[src/inc/fhr_pkg.sv]
`default_nettype none
package fhr_pkg;
  // Register byte addresses (printed offsets are not word aligned: index * 4)
  localparam logic [9:0] FHR_IDX_DATA = 10'h3f5;
  localparam logic [9:0] FHR_IDX_DIR = 10'h3f7;
  localparam logic [11:0] FHR_ADDR_DATA = {FHR_IDX_DATA, 2'b00};
  localparam logic [11:0] FHR_ADDR_DIR = {FHR_IDX_DIR, 2'b00};
  // Own registers
  localparam logic [11:0] FHR_ADDR_CTRL = 12'h000;
  localparam logic [11:0] FHR_ADDR_STAT = 12'h004;
  localparam logic [11:0] FHR_ADDR_RATE = 12'h008;
  localparam logic [11:0] FHR_ADDR_ST0 = 12'h00c;
  localparam logic [11:0] FHR_ADDR_EXEC = 12'h010;
  localparam logic [11:0] FHR_ADDR_DISK = 12'h014;
  // Field positions
  localparam int FHR_CTRL_SWRST = 0;
  localparam int FHR_CTRL_FIFOEN = 1;
  localparam int FHR_CTRL_DMAGATE = 2;
  localparam int FHR_CTRL_FORCECHG = 3;
  localparam int FHR_CTRL_FORCEVAL = 4;
  localparam int FHR_CTRL_THR_LO = 8;
  localparam int FHR_EXEC_START = 0;
  localparam int FHR_EXEC_WRITE = 1;
  localparam int FHR_EXEC_RESULT = 2;
  localparam int FHR_EXEC_END = 3;
  // Reset values
  localparam logic [1:0] FHR_RATE_500K = 2'h0;
  localparam logic [1:0] FHR_RATE_300K = 2'h1;
  localparam logic [1:0] FHR_RATE_250K = 2'h2;
  localparam logic [1:0] FHR_RATE_1M = 2'h3;
  localparam logic [1:0] FHR_RATE_RST = FHR_RATE_250K;
  localparam logic [3:0] FHR_THR_RST = 4'h0;
  localparam logic [7:0] FHR_FILL_BYTE = 8'h00;
  localparam int FHR_EC_STEPS = 80;
  localparam logic [31:0] FHR_UNMAPPED = 32'h0000_0000;
  // Compatibility layouts
  typedef enum logic [1:0] {
    FHR_MODE_AT = 2'b00,
    FHR_MODE_PS = 2'b01,
    FHR_MODE_M30 = 2'b10
  } fhr_mode_t;
  // Data port phases
  typedef enum logic [1:0] {
    FHR_PH_CMD = 2'b00,
    FHR_PH_EXEC = 2'b01,
    FHR_PH_RESULT = 2'b10,
    FHR_PH_DRAIN = 2'b11
  } fhr_phase_t;
  // Termination codes
  localparam logic [1:0] FHR_TC_NORMAL = 2'b00;
  localparam logic [1:0] FHR_TC_ABNORMAL = 2'b01;
  localparam logic [1:0] FHR_TC_INVALID = 2'b10;
  localparam logic [1:0] FHR_TC_POLL = 2'b11;
endpackage : fhr_pkg
`default_nettype wire

[src/rtl/fhr_regs.sv]
// Contract
// RULE1 - One data port carries all bytes
// RULE2 - FIFO disabled after every reset
// RULE3 - Configuration enables FIFO with threshold
// RULE4 - Parameters bypass FIFO, host obeys ready
// RULE5 - FIFO flushed entering execution phase
// RULE6 - Overrun or underrun aborts command
// RULE7 - Underrun write pads zeros then CRC
// RULE8 - Host drains bytes after read overrun
// RULE9 - Host services FIFO within latency budget
// RULE10 - Input register read-only, first layout zeros
// RULE11 - Bit 7 inverted change pin or forced
// RULE12 - Second layout ones, rate, density flag
// RULE13 - Third layout rate, precomp, dma gate
// RULE14 - Rate kept on soft, 250K hard reset
// RULE15 - Config register rate in bits 1:0
// RULE16 - Precomp bit stored, readable, soft-kept
// RULE17 - Density pin high only hardware reset
// RULE18 - Result phase supplies status bytes
// RULE19 - Status 0 bits 7:6 termination code
// RULE20 - Status 0 bit 5 seek done
// RULE21 - Status 0 bit 4 equipment fault
// RULE22 - Bit3 zero, head bit2, unit 1:0
// RULE23 - Access only when ready, direction tells
// RULE24 - Latest rate write wins
// RULE25 - Mode input picks register layout
// RULE26 - Standard rate encoding
`default_nettype none
module fhr_regs #(
  parameter int DEPTH = 16,
  parameter int AW = 4
) (
  // Clock and reset
  input wire logic ref_clk,
  input wire logic resetn,
  // Avalon-MM slave
  input wire logic [11:0] avs_address,
  input wire logic avs_read,
  input wire logic avs_write,
  input wire logic [31:0] avs_writedata,
  output logic [31:0] avs_readdata,
  output logic avs_waitrequest,
  // Configuration
  input wire fhr_pkg::fhr_mode_t compat_mode,
  // Drive cable
  input wire logic media_changed_n,
  input wire logic track_zero_pin,
  // Disk side byte stream
  input wire logic disk_byte_valid,
  input wire logic [7:0] disk_byte,
  input wire logic disk_byte_take,
  output logic [7:0] disk_wr_byte,
  output logic disk_wr_pad,
  // Drive outputs
  output logic density_pin,
  output logic [1:0] rate_select,
  output logic precomp_off_flag,
  output logic host_transfer_ready,
  output logic transfer_direction,
  output logic cmd_abort
);
  import fhr_pkg::*;

  // ************
  // Synchronisers
  // ************
  logic [1:0] chg_sync;
  logic [1:0] trk_sync;
  always_ff @(posedge ref_clk or negedge resetn) begin
    if (!resetn) begin
      // Pin idles high; resetting to its idle level avoids a false change flag
      chg_sync <= 2'h3;
      trk_sync <= 2'h0;
    end else begin
      chg_sync <= {chg_sync[0], media_changed_n};
      trk_sync <= {trk_sync[0], track_zero_pin};
    end
  end
  wire logic chg_n_s = chg_sync[1];
  wire logic track_zero_pin_s = trk_sync[1];

  // ************
  // Bus decode
  // ************
  // Single-cycle answer: waitrequest low whenever a request is present
  assign avs_waitrequest = 1'b0;
  wire logic wr_ctrl = avs_write && (avs_address == FHR_ADDR_CTRL);
  wire logic wr_rate = avs_write && (avs_address == FHR_ADDR_RATE);
  wire logic wr_ccr = avs_write && (avs_address == FHR_ADDR_DIR);
  wire logic wr_exec = avs_write && (avs_address == FHR_ADDR_EXEC);
  wire logic wr_st0 = avs_write && (avs_address == FHR_ADDR_ST0);
  wire logic wr_data = avs_write && (avs_address == FHR_ADDR_DATA); // [RULE1]
  wire logic rd_data = avs_read && (avs_address == FHR_ADDR_DATA); // [RULE1]

  // ************
  // Control state
  // ************
  logic fifo_en;
  logic [3:0] threshold;
  logic dma_gate;
  logic force_chg;
  logic force_val;
  logic soft_rst;
  logic precomp_bit;
  logic [7:0] status0;
  logic [6:0] step_cnt;
  fhr_phase_t phase;
  logic exec_write;
  wire logic sw_reset = wr_ctrl && avs_writedata[FHR_CTRL_SWRST];

  always_ff @(posedge ref_clk or negedge resetn) begin
    if (!resetn) begin
      fifo_en <= 1'b0; // [RULE2]
      threshold <= FHR_THR_RST;
      dma_gate <= 1'b0;
      force_chg <= 1'b0;
      force_val <= 1'b0;
      soft_rst <= 1'b0;
    end else begin
      soft_rst <= sw_reset;
      if (sw_reset) begin
        fifo_en <= 1'b0; // [RULE2]
        threshold <= FHR_THR_RST;
      end else if (wr_ctrl) begin
        fifo_en <= avs_writedata[FHR_CTRL_FIFOEN]; // [RULE3]
        threshold <= avs_writedata[FHR_CTRL_THR_LO +: 4]; // [RULE3]
        dma_gate <= avs_writedata[FHR_CTRL_DMAGATE];
        force_chg <= avs_writedata[FHR_CTRL_FORCECHG];
        force_val <= avs_writedata[FHR_CTRL_FORCEVAL];
      end
    end
  end

  // Rate and precomp survive software reset; only resetn touches them
  always_ff @(posedge ref_clk or negedge resetn) begin
    if (!resetn) begin
      rate_select <= FHR_RATE_RST; // [RULE14] [RULE26]
      precomp_bit <= 1'b0;
      density_pin <= 1'b1; // [RULE17]
    end else begin
      if (wr_rate || wr_ccr) begin
        rate_select <= avs_writedata[1:0]; // [RULE15] [RULE24]
        density_pin <= (avs_writedata[1:0] == FHR_RATE_500K) ||
                       (avs_writedata[1:0] == FHR_RATE_1M);
      end
      if (wr_ccr && compat_mode == FHR_MODE_M30) begin
        precomp_bit <= avs_writedata[2]; // [RULE16]
      end
    end
  end
  assign precomp_off_flag = precomp_bit;

  // ************
  // Data FIFO
  // ************
  logic [7:0] mem [DEPTH];
  logic [AW-1:0] wptr;
  logic [AW-1:0] rptr;
  logic [AW:0] count;
  wire logic full = (count == (AW+1)'(DEPTH));
  wire logic empty = (count == '0);
  // Single-byte mode: depth of one
  wire logic eff_full = fifo_en ? full : (count != '0);
  wire logic in_exec = (phase == FHR_PH_EXEC);
  wire logic in_drain = (phase == FHR_PH_DRAIN);
  wire logic enter_exec = wr_exec && avs_writedata[FHR_EXEC_START];
  wire logic push_disk = in_exec && !exec_write && disk_byte_valid && !eff_full;
  wire logic push_host = in_exec && exec_write && wr_data && !eff_full;
  wire logic pop_host = (in_exec || in_drain) && !exec_write && rd_data && !empty;
  wire logic pop_disk = in_exec && exec_write && disk_byte_take && !empty;
  wire logic overrun = push_disk == 1'b0 && in_exec && !exec_write && disk_byte_valid;
  wire logic underrun = in_exec && exec_write && disk_byte_take && empty;
  wire logic push = push_disk || push_host;
  wire logic pop = pop_host || pop_disk;
  wire logic flush = enter_exec || soft_rst; // [RULE5]

  always_ff @(posedge ref_clk) begin
    if (push) begin
      mem[wptr] <= push_disk ? disk_byte : avs_writedata[7:0];
    end
  end

  always_ff @(posedge ref_clk or negedge resetn) begin
    if (!resetn) begin
      wptr <= '0;
      rptr <= '0;
      count <= '0;
    end else if (flush) begin
      wptr <= '0; // [RULE5]
      rptr <= '0;
      count <= '0;
    end else begin
      if (push) wptr <= wptr + 1'b1;
      if (pop) rptr <= rptr + 1'b1;
      count <= count + (AW+1)'(push) - (AW+1)'(pop);
    end
  end

  // ************
  // Phase control
  // ************
  always_ff @(posedge ref_clk or negedge resetn) begin
    if (!resetn) begin
      phase <= FHR_PH_CMD;
      exec_write <= 1'b0;
      cmd_abort <= 1'b0;
      disk_wr_pad <= 1'b0;
    end else if (soft_rst) begin
      phase <= FHR_PH_CMD;
      cmd_abort <= 1'b0;
      disk_wr_pad <= 1'b0;
    end else begin
      case (phase)
        FHR_PH_CMD: begin
          if (enter_exec) begin
            phase <= FHR_PH_EXEC;
            exec_write <= avs_writedata[FHR_EXEC_WRITE];
            cmd_abort <= 1'b0;
            disk_wr_pad <= 1'b0;
          end
        end
        FHR_PH_EXEC: begin
          if (overrun) begin
            cmd_abort <= 1'b1; // [RULE6]
            phase <= FHR_PH_DRAIN; // [RULE8]
          end else if (underrun) begin
            cmd_abort <= 1'b1; // [RULE6]
            disk_wr_pad <= 1'b1; // [RULE7]
            phase <= FHR_PH_RESULT;
          end else if (wr_exec && avs_writedata[FHR_EXEC_END]) begin
            phase <= FHR_PH_RESULT;
          end
        end
        FHR_PH_DRAIN: begin
          if (empty) phase <= FHR_PH_RESULT; // [RULE8]
        end
        FHR_PH_RESULT: begin
          if (wr_exec && avs_writedata[FHR_EXEC_RESULT]) phase <= FHR_PH_CMD;
        end
        default: phase <= FHR_PH_CMD;
      endcase
    end
  end

  // Zeros fill the sector after underrun; CRC is closed by the serializer
  always_ff @(posedge ref_clk or negedge resetn) begin
    if (!resetn) disk_wr_byte <= FHR_FILL_BYTE;
    else if (pop_disk) disk_wr_byte <= mem[rptr];
    else if (underrun || disk_wr_pad) disk_wr_byte <= FHR_FILL_BYTE; // [RULE7]
  end

  // ************
  // Status byte 0
  // ************
  wire logic recal_start = wr_st0 && avs_writedata[8];
  wire logic out_past0 = wr_st0 && avs_writedata[9];
  always_ff @(posedge ref_clk or negedge resetn) begin
    if (!resetn) begin
      status0 <= 8'h00;
      step_cnt <= 7'h00;
    end else begin
      if (wr_st0) begin
        status0[7:6] <= avs_writedata[7:6]; // [RULE19]
        status0[5] <= avs_writedata[5]; // [RULE20]
        status0[4] <= out_past0; // [RULE21]
        status0[3] <= 1'b0; // [RULE22]
        status0[2:0] <= avs_writedata[2:0]; // [RULE22]
      end
      if (recal_start) step_cnt <= 7'h00;
      else if (wr_st0 && avs_writedata[10] && !track_zero_pin_s) begin
        if (step_cnt == 7'(FHR_EC_STEPS - 1)) status0[4] <= 1'b1; // [RULE21]
        step_cnt <= step_cnt + 7'h01;
      end
    end
  end

  // ************
  // Read mux
  // ************
  wire logic dsk_bit = force_chg ? force_val : !chg_n_s; // [RULE11]
  wire logic low_rate_flag_n = (rate_select == FHR_RATE_250K) ||
                               (rate_select == FHR_RATE_300K); // [RULE12]
  wire logic [7:0] dir_at = {dsk_bit, 7'h00}; // [RULE10]
  wire logic [7:0] dir_ps = {dsk_bit, 4'hf, rate_select, low_rate_flag_n}; // [RULE12]
  wire logic [7:0] dir_m30 = {dsk_bit, 3'h0, dma_gate, precomp_bit, rate_select}; // [RULE13]
  wire logic [7:0] dir_val = (compat_mode == FHR_MODE_PS) ? dir_ps :
                             (compat_mode == FHR_MODE_M30) ? dir_m30 : dir_at; // [RULE25]
  wire logic [7:0] data_val = (phase == FHR_PH_RESULT) ? status0 :
                              (empty ? 8'h00 : mem[rptr]); // [RULE18]
  assign host_transfer_ready = (phase == FHR_PH_CMD) || (phase == FHR_PH_RESULT) ||
                               (exec_write ? !eff_full : !empty); // [RULE23] [RULE4]
  assign transfer_direction = (phase == FHR_PH_RESULT) || in_drain ||
                              (in_exec && !exec_write); // [RULE23]
  wire logic [31:0] next_readdata =
    (avs_address == FHR_ADDR_DIR) ? {24'h0, dir_val} :
    (avs_address == FHR_ADDR_DATA) ? {24'h0, data_val} :
    (avs_address == FHR_ADDR_CTRL) ? {20'h0, threshold, 3'h0, force_val, force_chg,
                                      dma_gate, fifo_en, 1'b0} :
    (avs_address == FHR_ADDR_STAT) ? {23'h0, count[3:0], cmd_abort, phase,
                                      transfer_direction, host_transfer_ready} :
    (avs_address == FHR_ADDR_RATE) ? {29'h0, precomp_bit, rate_select} :
    (avs_address == FHR_ADDR_ST0) ? {24'h0, status0} :
    (avs_address == FHR_ADDR_DISK) ? {30'h0, track_zero_pin_s, !chg_n_s} : FHR_UNMAPPED;
  // Combinational read data: valid in the cycle waitrequest is low
  assign avs_readdata = avs_read ? next_readdata : FHR_UNMAPPED;
endmodule : fhr_regs
`default_nettype wire

[config.mk]
export PLATFORM = sky130hd
export DESIGN_NAME = fhr_regs
export DESIGN_NICKNAME = d
export VERILOG_FILES = /design/src/inc/fhr_pkg.sv /design/src/rtl/fhr_regs.sv
export SDC_FILE = /design/constraint.sdc
export NUM_CORES = 1
export LEC_CHECK = 0
export ABC_CLOCK_PERIOD_IN_PS = 4019
export BUFFER_PORTS_ARGS = -buffer_cell sky130_fd_sc_hd__buf_4
export CORE_UTILIZATION = 25
export DETAILED_ROUTE_END_ITERATION = 7
export HOLD_SLACK_MARGIN = 0.12
export SETUP_SLACK_MARGIN = 0.02
export SLEW_MARGIN = 0
export SYNTH_ARGS = -nofsm -noshare
export SYNTH_HDL_FRONTEND = slang
export SYNTH_SLANG_ARGS = --single-unit
[constraint.sdc]
create_clock -name ref_clk -period 4.02 [get_ports ref_clk]
set_input_delay 0.201 -clock ref_clk [delete_from_list [all_inputs] [get_ports ref_clk]]
set_output_delay 0.201 -clock ref_clk [all_outputs]
set_load 0.05 [all_outputs]
==> results of run 1 <==
==> where the power goes <==
part           internal, W  switching (W)  total (W)
Clock             0.000904       0.000827    0.00173
Combinational     0.000117       0.000199   0.000316
Sequential         0.00206      0.0000299    0.00209
==> routing by layer <==
metal | vias to the layer above | wire length [um] | track usage (%) | share of wire (%)
met5 | - | 0 | 0 | 0
met4 | 0 | 410 | 3.627 | 1.9
met3 | 26 | 1361 | 3.425 | 6.5
met2 | 191 | 10140 | 20.10 | 48
met1 | 2701 | 9135 | 16.06 | 43
li1 | 2447 | - | - | -
==> what timing repair did <==
action                                 4_1_cts  5_1_grt
hold buffers                                15        0
gates resized for setup                      0        0
endpoints found under the hold margin       75        0
==> cells in the final DEF (no fill, tap or decap), drive strengths merged, types with 5 or more instances in the layout <==
| cell type | count |
|---|---|
| edfxtp | 128 |
| buf | 80 |
| dfrtp | 53 |
| mux4 | 38 |
| nand2 | 37 |
| nor2 | 31 |
| o21ai | 28 |
| inv | 26 |
| mux2 | 22 |
| conb | 21 |
| and3 | 20 |
| clkbuf | 17 |
| dlygate4sd3 | 15 |
| mux2i | 14 |
| a21oi | 13 |
| nor2b | 13 |
| ha | 12 |
| a22o | 10 |
| nor4 | 10 |
| nor3 | 8 |
| xor2 | 7 |
| nand3 | 7 |
| a221oi | 6 |
| nand4 | 5 |
| nor3b | 5 |
| clkinv | 5 |
==> logic make-up after synthesis <==
family                     count (synthesis)
buffers and inverters                     65
DFF                                      185
AOI/OAI and AO/OA                         87
other                                      1
and+or+nand+nor                          162
muxes                                     74
adders and majority gates                 13
xor gates and xnor gates                  10
==> cell type report <==
cell class | count | area (um^2)
sequential | 185 | 5276
tap | 448 | 560.5
inverter | 18 | 67.56
fill | 3343 | 23400
clock inverter | 15 | 195.2
multi-input combinational | 367 | 3093
timing repair buffer | 95 | 763.2
clock buffer | 17 | 425.4
==> how the worst min path moves through the flow <==
stage                               from          endpoint  slack (ns)  cells past startpoint
after floorplan                   resetn         cmd_abort       -0.09                      0
after global placement            resetn      threshold[3]        0.31                      1
after detailed placement  track_zero_pin       trk_sync[0]        0.31                      1
after CTS                      avs_write  precomp_off_flag        0.15                      3
after global routing           avs_write    rate_select[0]        0.17                      3
final                          avs_write  precomp_off_flag        0.18                      3
==> critical path, delay by kind of cell, from the launching register on <==
family,cells,cell delay (ns)
buf+inv,5,0.34
simple gates,3,1.07
compound gates,3,0.49
flops,1,0.42
fa+ha+maj,4,0.84
==> through the flow <==
| stage | utilization [%] | cell area (um^2) | worst slack (ns) | cells | power (W) |
|---|---|---|---|---|---|
| 2_1_floorplan | - | 8713 | 0.8223 | 617 | 0.002341 |
| 3_3_place_gp | 28.45 | 9610 | 0.5469 | 1098 | 0.002431 |
| 3_5_place_dp | 28.45 | 9610 | 0.5310 | 1098 | 0.002438 |
| 4_1_cts | 30.73 | 10380 | 0.7611 | 1145 | 0.004170 |
| 5_1_grt | 30.73 | 10380 | 0.5100 | 1145 | 0.004276 |
| 6_report | 30.73 | 10380 | 0.7817 | 1145 | 0.004139 |
==> sequential cells by signal (all words and copies together), names as in the netlist <==
name	flops
step_cnt	7
disk_wr_pad	1
fifo_en	1
rptr	4
wptr	4
cmd_abort	1
mem	128
threshold	4
precomp_off_flag	1
force_chg	1
chg_sync	2
dma_gate	1
status0	7
phase	2
rate_select	2
soft_rst	1
exec_write	1
disk_wr_byte	8
density_pin	1
force_val	1
count	5
trk_sync	2
==> impl_metrics.yaml, run 1 <==
global_routing:
  grt_max_degree: 58
  grt_first_pass_wirelength_um: 32600
  overflow: 0
  grt_pass1_vias: 5310
  antenna_found_initial: 0
  grt_util_all_layers_pct: 12.38
sta:
  slew_headroom_pct: 29.76
  timing.final.crit_period_ns: 3.238
  final_hold_viol_count: 0
  fin_worst_skew_ns: 0.01323
  max_freq_mhz: 308.8
  tns_ns: 0
  drv_slew: 0
  rsz0062_at_grt: "no"
  worst_hold_slack_ns: 0.1762
  finalSetupViolCount: 0
  worst_pin_slew_ns: 1.027
  fin_crit_sh_pct: 80.56
finish:
  drive_above_1_share_pct: 26.83
  area_delta_synth_final_pct: 20.18
  nets: 759
  num_antenna_cells: 0
clock_network:
  post_cts_buffers: 0
  cts_tree: "done"
  clock_latency_ns: 0.44
  cts.sink_count: 185
  cts_buffers: 17
  clock_path_buffers: 2
  root_buffer: "clkbuf_16"
  htree_levels: 4
  path_clk_slew_ns: 0.07
critical_path:
  critPathMostFrequentCell: "inv_1"
  cp.arrival_ns: 3.59
  worstPathRequired_ns: 4.38
  rr_worst_depth: 15
  r2r_end: "count[4]"
  endpoint: "count[4]"
  startpoint: "count[3]"
  startpoint_type: "flop"
  slowest_delay_ns: 0.67
  path_class: "reg2reg"
  critPathMaxFanout: 5
  rrSetupSlack_ns: 0.78
  crit_path_end_kind: "flop"
  r2r-start: "count[3]"
  cp_slowest_cell: "or4b_2"
  cp_cell_sequence: "inv_1 > ha_1 > or4b_2 > o21ai_0 > inv_1 > ha_1 > inv_1 > ha_1 > inv_1 > fa_1 > inv_1 > a21oi_1 > nor2_1 > or3_1 > a21oi_1"
synth:
  netlist_area_mm2: 0.008638
  syn_inst: 597
  synth-edff-count: 128
  yosys.area.top_type: "edfxtp_1"
  yosysWarnings: 0
  synthTopCellsByCount: "edfxtp_1 (128), dfrtp_1 (53), mux4_2 (38), nand2_1 (37), nor2_1 (31)"
  synth_top_area_share_pct: 44.50
  synth_mux_area_share_pct: 14.40
  synthSimpleGateAreaFrac_pct: 10.69
  synth_top_family_by_area: "multiplexers"
  synth_seq_area_share_pct: 61.07
  synthTopCellsByArea: "edfxtp_1 (44%), dfrtp_1 (15%), mux4_2 (9.9%)"
  synth_cell_types: 68
  synth_xor_area_share_pct: 1.014
  synth_fa_ha_area_share_pct: 1.970
  synth_most_common_cell: "edfxtp_1"
  synth_flop_cell: "edfxtp_1"
  synth_compound_area_share_pct: 6.822
  ys_async_sr_fraction_pct: 30.81
  avgSynthCellArea_um2: 14.47
  ys_ff_latch: 185
routing:
  drc_errors: 0
  drt-pass1-iter-count: 5
  vias_per_cell: 4.686
  vias: 5365
  wirelength_um: 21050
  drt_iter0_markers: 479
  ant_nets: 0
  wire_per_inst_um: 18.38
die:
  chipWidth_um: 187.9
  std_cell_rows: 67
  dieArea_mm2: 0.03530
  start_util_pct: 25.57
  core_mm2: 0.03378
  die_h_um: 187.9
  ios: 111
job:
  drv_cap: 0
placement:
  gp_congestion: 0.9017
  port_buffers: 69
  hpwl_um: 14950
pwr:
  leakage_nw: 3.811
  powerDensity_mw_per_mm2: 398.7
  vdd_drop_max_v: 0.0002756
hold_path:
  hold_path_class: "in2reg"
status:
  outcome: "finished, final reports clean"
(Power assumes the default switching activity.)
==> inputs of run 2 (changes only) <==
- ABC_CLOCK_PERIOD_IN_PS: 4019 -> 2650
- clock period: 4.02 -> 2.65 ns (I/O delays scaled with it)
==> run 2 against run 1 <==
The flow now finishes with violations (setup timing). Sequential share of layout area is 3.4 points lower. Utilization up 2.2 points. Highest routed layer unchanged. Routed wire length increased by 3.5%. Worst setup slack lost 1.0 ns. Die area is the same. Register-to-register slack lost 0.89 ns.
==> impl_metrics.yaml, run 2 (synthesis gave the netlist of run 1 again) <==
clock_network:
  clock_latency_ns: 0.45
  cts_buffers: 17
  cts_tree: "done"
  path_clk_slew_ns: 0.08
  htree_levels: 4
  clock_path_buffers: 2
  cts.sink_count: 185
  root_buffer: "clkbuf_16"
routing:
  vias_per_cell: 4.692
  wirelength_um: 21790
  drt-pass1-iter-count: 4
  wire_per_inst_um: 18.08
  vias: 5654
  ant_nets: 0
  drt_iter0_markers: 392
  drc_errors: 0
sta:
  tns_ns: -0.9298
  fin_worst_skew_ns: 0.01536
  worst_pin_slew_ns: 1.002
  max_freq_mhz: 349.0
  drv_slew: 0
  rsz0062_at_grt: "yes"
  setup_ws_ns: -0.2150
  slew_headroom_pct: 31.50
  timing.final.crit_period_ns: 2.865
  fin_crit_sh_pct: 108.1
  worst_hold_slack_ns: 0.1771
  final_hold_viol_count: 0
  finalSetupViolCount: 8
hold_path:
  hold_path_class: "in2reg"
die:
  start_util_pct: 25.57
  ios: 111
  std_cell_rows: 67
  dieArea_mm2: 0.03530
  core_mm2: 0.03378
  die_h_um: 187.9
  chipWidth_um: 187.9
placement:
  hpwl_um: 15840
  port_buffers: 69
  gp_congestion: 0.9274
  dp_cells: 1140
finish:
  reg_top3: "mem: 128 flops, disk_wr_byte: 8 flops"
  final_common_cell: "edfxtp_1"
  largest_reg_flops: 128
  num_antenna_cells: 0
  n_fill_cell: 3272
  drive_above_1_share_pct: 35.80
  nets: 819
  finalNonFillerCells: 1205
  area_delta_synth_final_pct: 28.81
  final_cell_mix: "edfxtp_1 (128), buf_4 (125), dfrtp_1 (51), mux4_2 (38), nand2_1 (37)"
  largest_register: "mem"
critical_path:
  timing.critical_path.buf_inv: 1
  worstPathRequired_ns: 2.52
  cp_cell_sequence: "mux4_2 > mux4_2 > a221o_1 > a32o_2 > buf_6"
  cp_slowest_cell: "mux4_2"
  path_class: "reg2out"
  startpoint_type: "flop"
  crit_path_end_kind: "output pin"
  slowest_delay_ns: 0.56
  critPathMostFrequentCell: "mux4_2"
  cp_top_family: "multiplexers"
  cp.arrival_ns: 2.73
  critPathMaxFanout: 6
global_routing:
  overflow: 0
  grt_max_degree: 58
  grt_first_pass_wirelength_um: 33840
  grt_util_all_layers_pct: 12.66
  antenna_found_initial: 0
  grt_pass1_vias: 5726
pwr:
  powerDensity_mw_per_mm2: 592.5
  power_w: 0.006593
  leakage_nw: 4.184
  vdd_drop_max_v: 0.0003344
status:
  violations: "setup timing"
  outcome: "finished with violations"
job:
  drv_cap: 0
run 2: changes by cell type in the layout (fill, tap and decap cells not counted), sizes merged:
cell,before,now
buf,80,137
inv,26,29
dlygate4sd3,15,17
bufbuf,0,1
bufinv,1,0
clkinv,5,4
clkinvlp,1,0
run 2: layout make-up:
class                           instances  area [um^2]  share of cell area (%)
Multi-Input combinational cell        367         3233                   29.06
Clock buffer                           17        425.4                   3.823
Tap cell                              448        560.5                   5.038
Timing Repair Buffer                  155         1326                   11.92
Clock inverter                         15        234.0                   2.103
Inverter                               18        70.07                  0.6297
Sequential cell                       185         5278                   47.43
run 2: routing by layer:
layer	vias to the layer above	track usage, %	wire, um
met1	2885	15.85	9589
met4	0	4.159	424
met2	168	21.61	10810
li1	2576	-	-
met5	-	0	0
met3	25	2.733	964
run 2: worst register-to-register path: stages, from the launching register on:
cell and delay, ns:
dfrtp_1 0.39, inv_2 0.08, ha_4 0.14, buf_6 0.09
or3b_4 0.37, a21o_1 0.17, o21a_1 0.13, inv_2 0.07
ha_4 0.13, inv_4 0.03, ha_4 0.15, inv_2 0.05
fa_2 0.19, inv_1 0.04, a21oi_1 0.11, nor2_1 0.06
or3_1 0.36, a21oi_2 0.12
run 2: repair_timing:
item	4_1_cts	5_1_grt
hold buffers	17	0
gates resized for setup	23	20
hold endpoints to repair	82	0
pin swaps	10	12
cloned	3	0
setup endpoints to repair	12	22
setup buffers	11	3
run 2: worst paths after layout:
check | start | to | slack (ns) | depth (start not counted)
worst min-delay path | disk_byte_take | disk_wr_pad | 0.18 | 5
min in group asynchronous | resetn | rate_select[0] | 0.31 | 2
worst min register to register | chg_sync[0] | chg_sync[1] | 0.36 | 0
max in group asynchronous | resetn | rptr[0] | 1.77 | 2
worst max-delay path | rptr[1] | avs_readdata[0] | -0.22 | 5
worst max register to register | count[2] | count[4] | -0.11 | 17
run 2: through the flow:
| stage | area (um^2) | setup WS [ns] | utilization (%) |
|---|---|---|---|
| after global routing | 11130 | -0.2676 | 32.94 |
| after detailed placement | 9961 | -0.2929 | 29.48 |
| final | 11130 | -0.2150 | 32.94 |
| after floorplan | 8750 | -0.3256 | - |
| after CTS | 11030 | -0.2451 | 32.65 |
| after global placement | 9961 | -0.2393 | 29.48 |
run 2: power by group:
group	leakage (nW)	total, W	internal [W]	switching (W)
combinational	1.96	0.000684	0.000307	0.000377
sequential	1.90	0.00315	0.00313	0.0000244
clock	0.317	0.00276	0.00136	0.00140
==> inputs of run 3 (changes only) <==
- SKIP_CTS_REPAIR_TIMING: not set -> 1
==> run 3 against run 2 <==
The run still ends with setup timing left. Sequential cell count unchanged. Clock-buffer cell count unchanged. Sequential share of layout area is 0.46 points lower. Non-clock buffer count grew 7. Critical endpoint unchanged. Largest cell class unchanged.
==> impl_metrics.yaml, run 3 (synthesis gave the netlist of run 1 again) <==
sta:
  finalSetupViolCount: 9
  fin_worst_skew_ns: 0.01513
  rsz0062_at_grt: "yes"
  fin_crit_sh_pct: 109.2
  setup_ws_ns: -0.2430
  final_hold_viol_count: 0
  slew_headroom_pct: 48.71
  drv_slew: 0
  worst_pin_slew_ns: 0.7693
  timing.final.crit_period_ns: 2.893
  tns_ns: -1.368
  max_freq_mhz: 345.7
pwr:
  vdd_drop_max_v: 0.0003337
  powerDensity_mw_per_mm2: 586.3
  leakage_nw: 4.232
clock_network:
  cts.sink_count: 185
  clock_latency_ns: 0.44
  cts_tree: "done"
  cts_buffers: 17
  root_buffer: "clkbuf_16"
  path_clk_slew_ns: 0.08
  htree_levels: 4
  clock_path_buffers: 2
finish:
  final_cell_mix: "edfxtp_1 (128), buf_4 (125), dfrtp_1 (51), mux4_2 (38), nand2_1 (33)"
  num_antenna_cells: 0
  reg_top3: "mem: 128 flops, disk_wr_byte: 8 flops"
  final_common_cell: "edfxtp_1"
  drive_above_1_share_pct: 38.09
  final_util_pct: 33.26
  largest_register: "mem"
  largest_reg_flops: 128
  finalNonFillerCells: 1212
  nets: 826
  design_area_mm2: 0.01124
  area_delta_synth_final_pct: 30.08
critical_path:
  path_class: "reg2out"
  critPathMaxFanout: 7
  crit_path_end_kind: "output pin"
  rr_worst_depth: 17
  worstPathRequired_ns: 2.52
  rrSetupSlack_ns: -0.19
  r2r_end: "count[4]"
  cp.arrival_ns: 2.76
  r2r-start: "count[3]"
  startpoint_type: "flop"
placement:
  hpwl_um: 15840
  place_area_mm2: 0.009961
  port_buffers: 69
  dp_cells: 1140
  dp_slack_ns: -0.2929
  gp_congestion: 0.9274
global_routing:
  overflow: 0
  grt_first_pass_wirelength_um: 33060
  grt_max_degree: 58
  grt_util_all_layers_pct: 12.35
  grt_pass1_vias: 5587
  antenna_found_initial: 0
hold_path:
  min_from: "avs_write"
  hold-path-endpoint: "rate_select[1]"
  hold_depth: 3
  hold_path_class: "in2reg"
status:
  violations: "setup timing"
  outcome: "finished with violations"
die:
  start_util_pct: 25.57
  die_h_um: 187.9
  ios: 111
  core_mm2: 0.03378
  dieArea_mm2: 0.03530
  chipWidth_um: 187.9
  std_cell_rows: 67
routing:
  vias: 5702
  drc_errors: 0
  ant_nets: 0
  wire_per_inst_um: 18.24
  vias_per_cell: 4.705
  wirelength_um: 22110
  drt-pass1-iter-count: 5
  drt_iter0_markers: 411
job:
  drv_cap: 0
run 3: worst max path at each step:
stage          startpoint         endpoint  slack [ns]
3_3_place_gp     count[2]         count[4]       -0.24
2_1_floorplan    count[3]         count[4]       -0.33
4_1_cts           rptr[1]  avs_readdata[0]       -0.48
5_1_grt          count[3]         count[4]       -0.32
6_report          rptr[1]  avs_readdata[0]       -0.24
3_5_place_dp     count[3]         count[4]       -0.29
run 3: critical path, cell delays in order, from the launching register on:
cell	delay, ns
dfrtp_2	0.50
mux4_2	0.55
mux4_2	0.56
a221o_1	0.33
a32o_2	0.24
buf_6	0.15
run 3: routing by layer:
layer	vias up	wire [um]	track usage, %
li1	2585	-	-
met3	27	1286	2.845
met5	-	0	0
met4	0	501	4.534
met1	2879	9381	15.56
met2	211	10940	20.61
run 3: through the flow:
step	hold WS [ns]	power, W
floorplan	-0.1631	0.003563
global placement	0.2426	0.003785
detailed placement	0.2484	0.003792
CTS	-0.2217	0.006533
global route	0.1277	0.006797
finish	0.1150	0.006588
run 3: cell type report:
class,count,area (um^2)
clock buffer,17,425.4
fill,3264,22550
sequential,185,5278
multi-input combinational,367,3258
tap,448,560.5
timing repair buffer,162,1414
inverter,18,67.56
clock inverter,15,234.0
run 3: where the power goes:
part           internal [W]  switching [W]  total (W)
combinational      0.000301       0.000377   0.000677
sequential          0.00313      0.0000253    0.00315
clock               0.00136        0.00140    0.00276
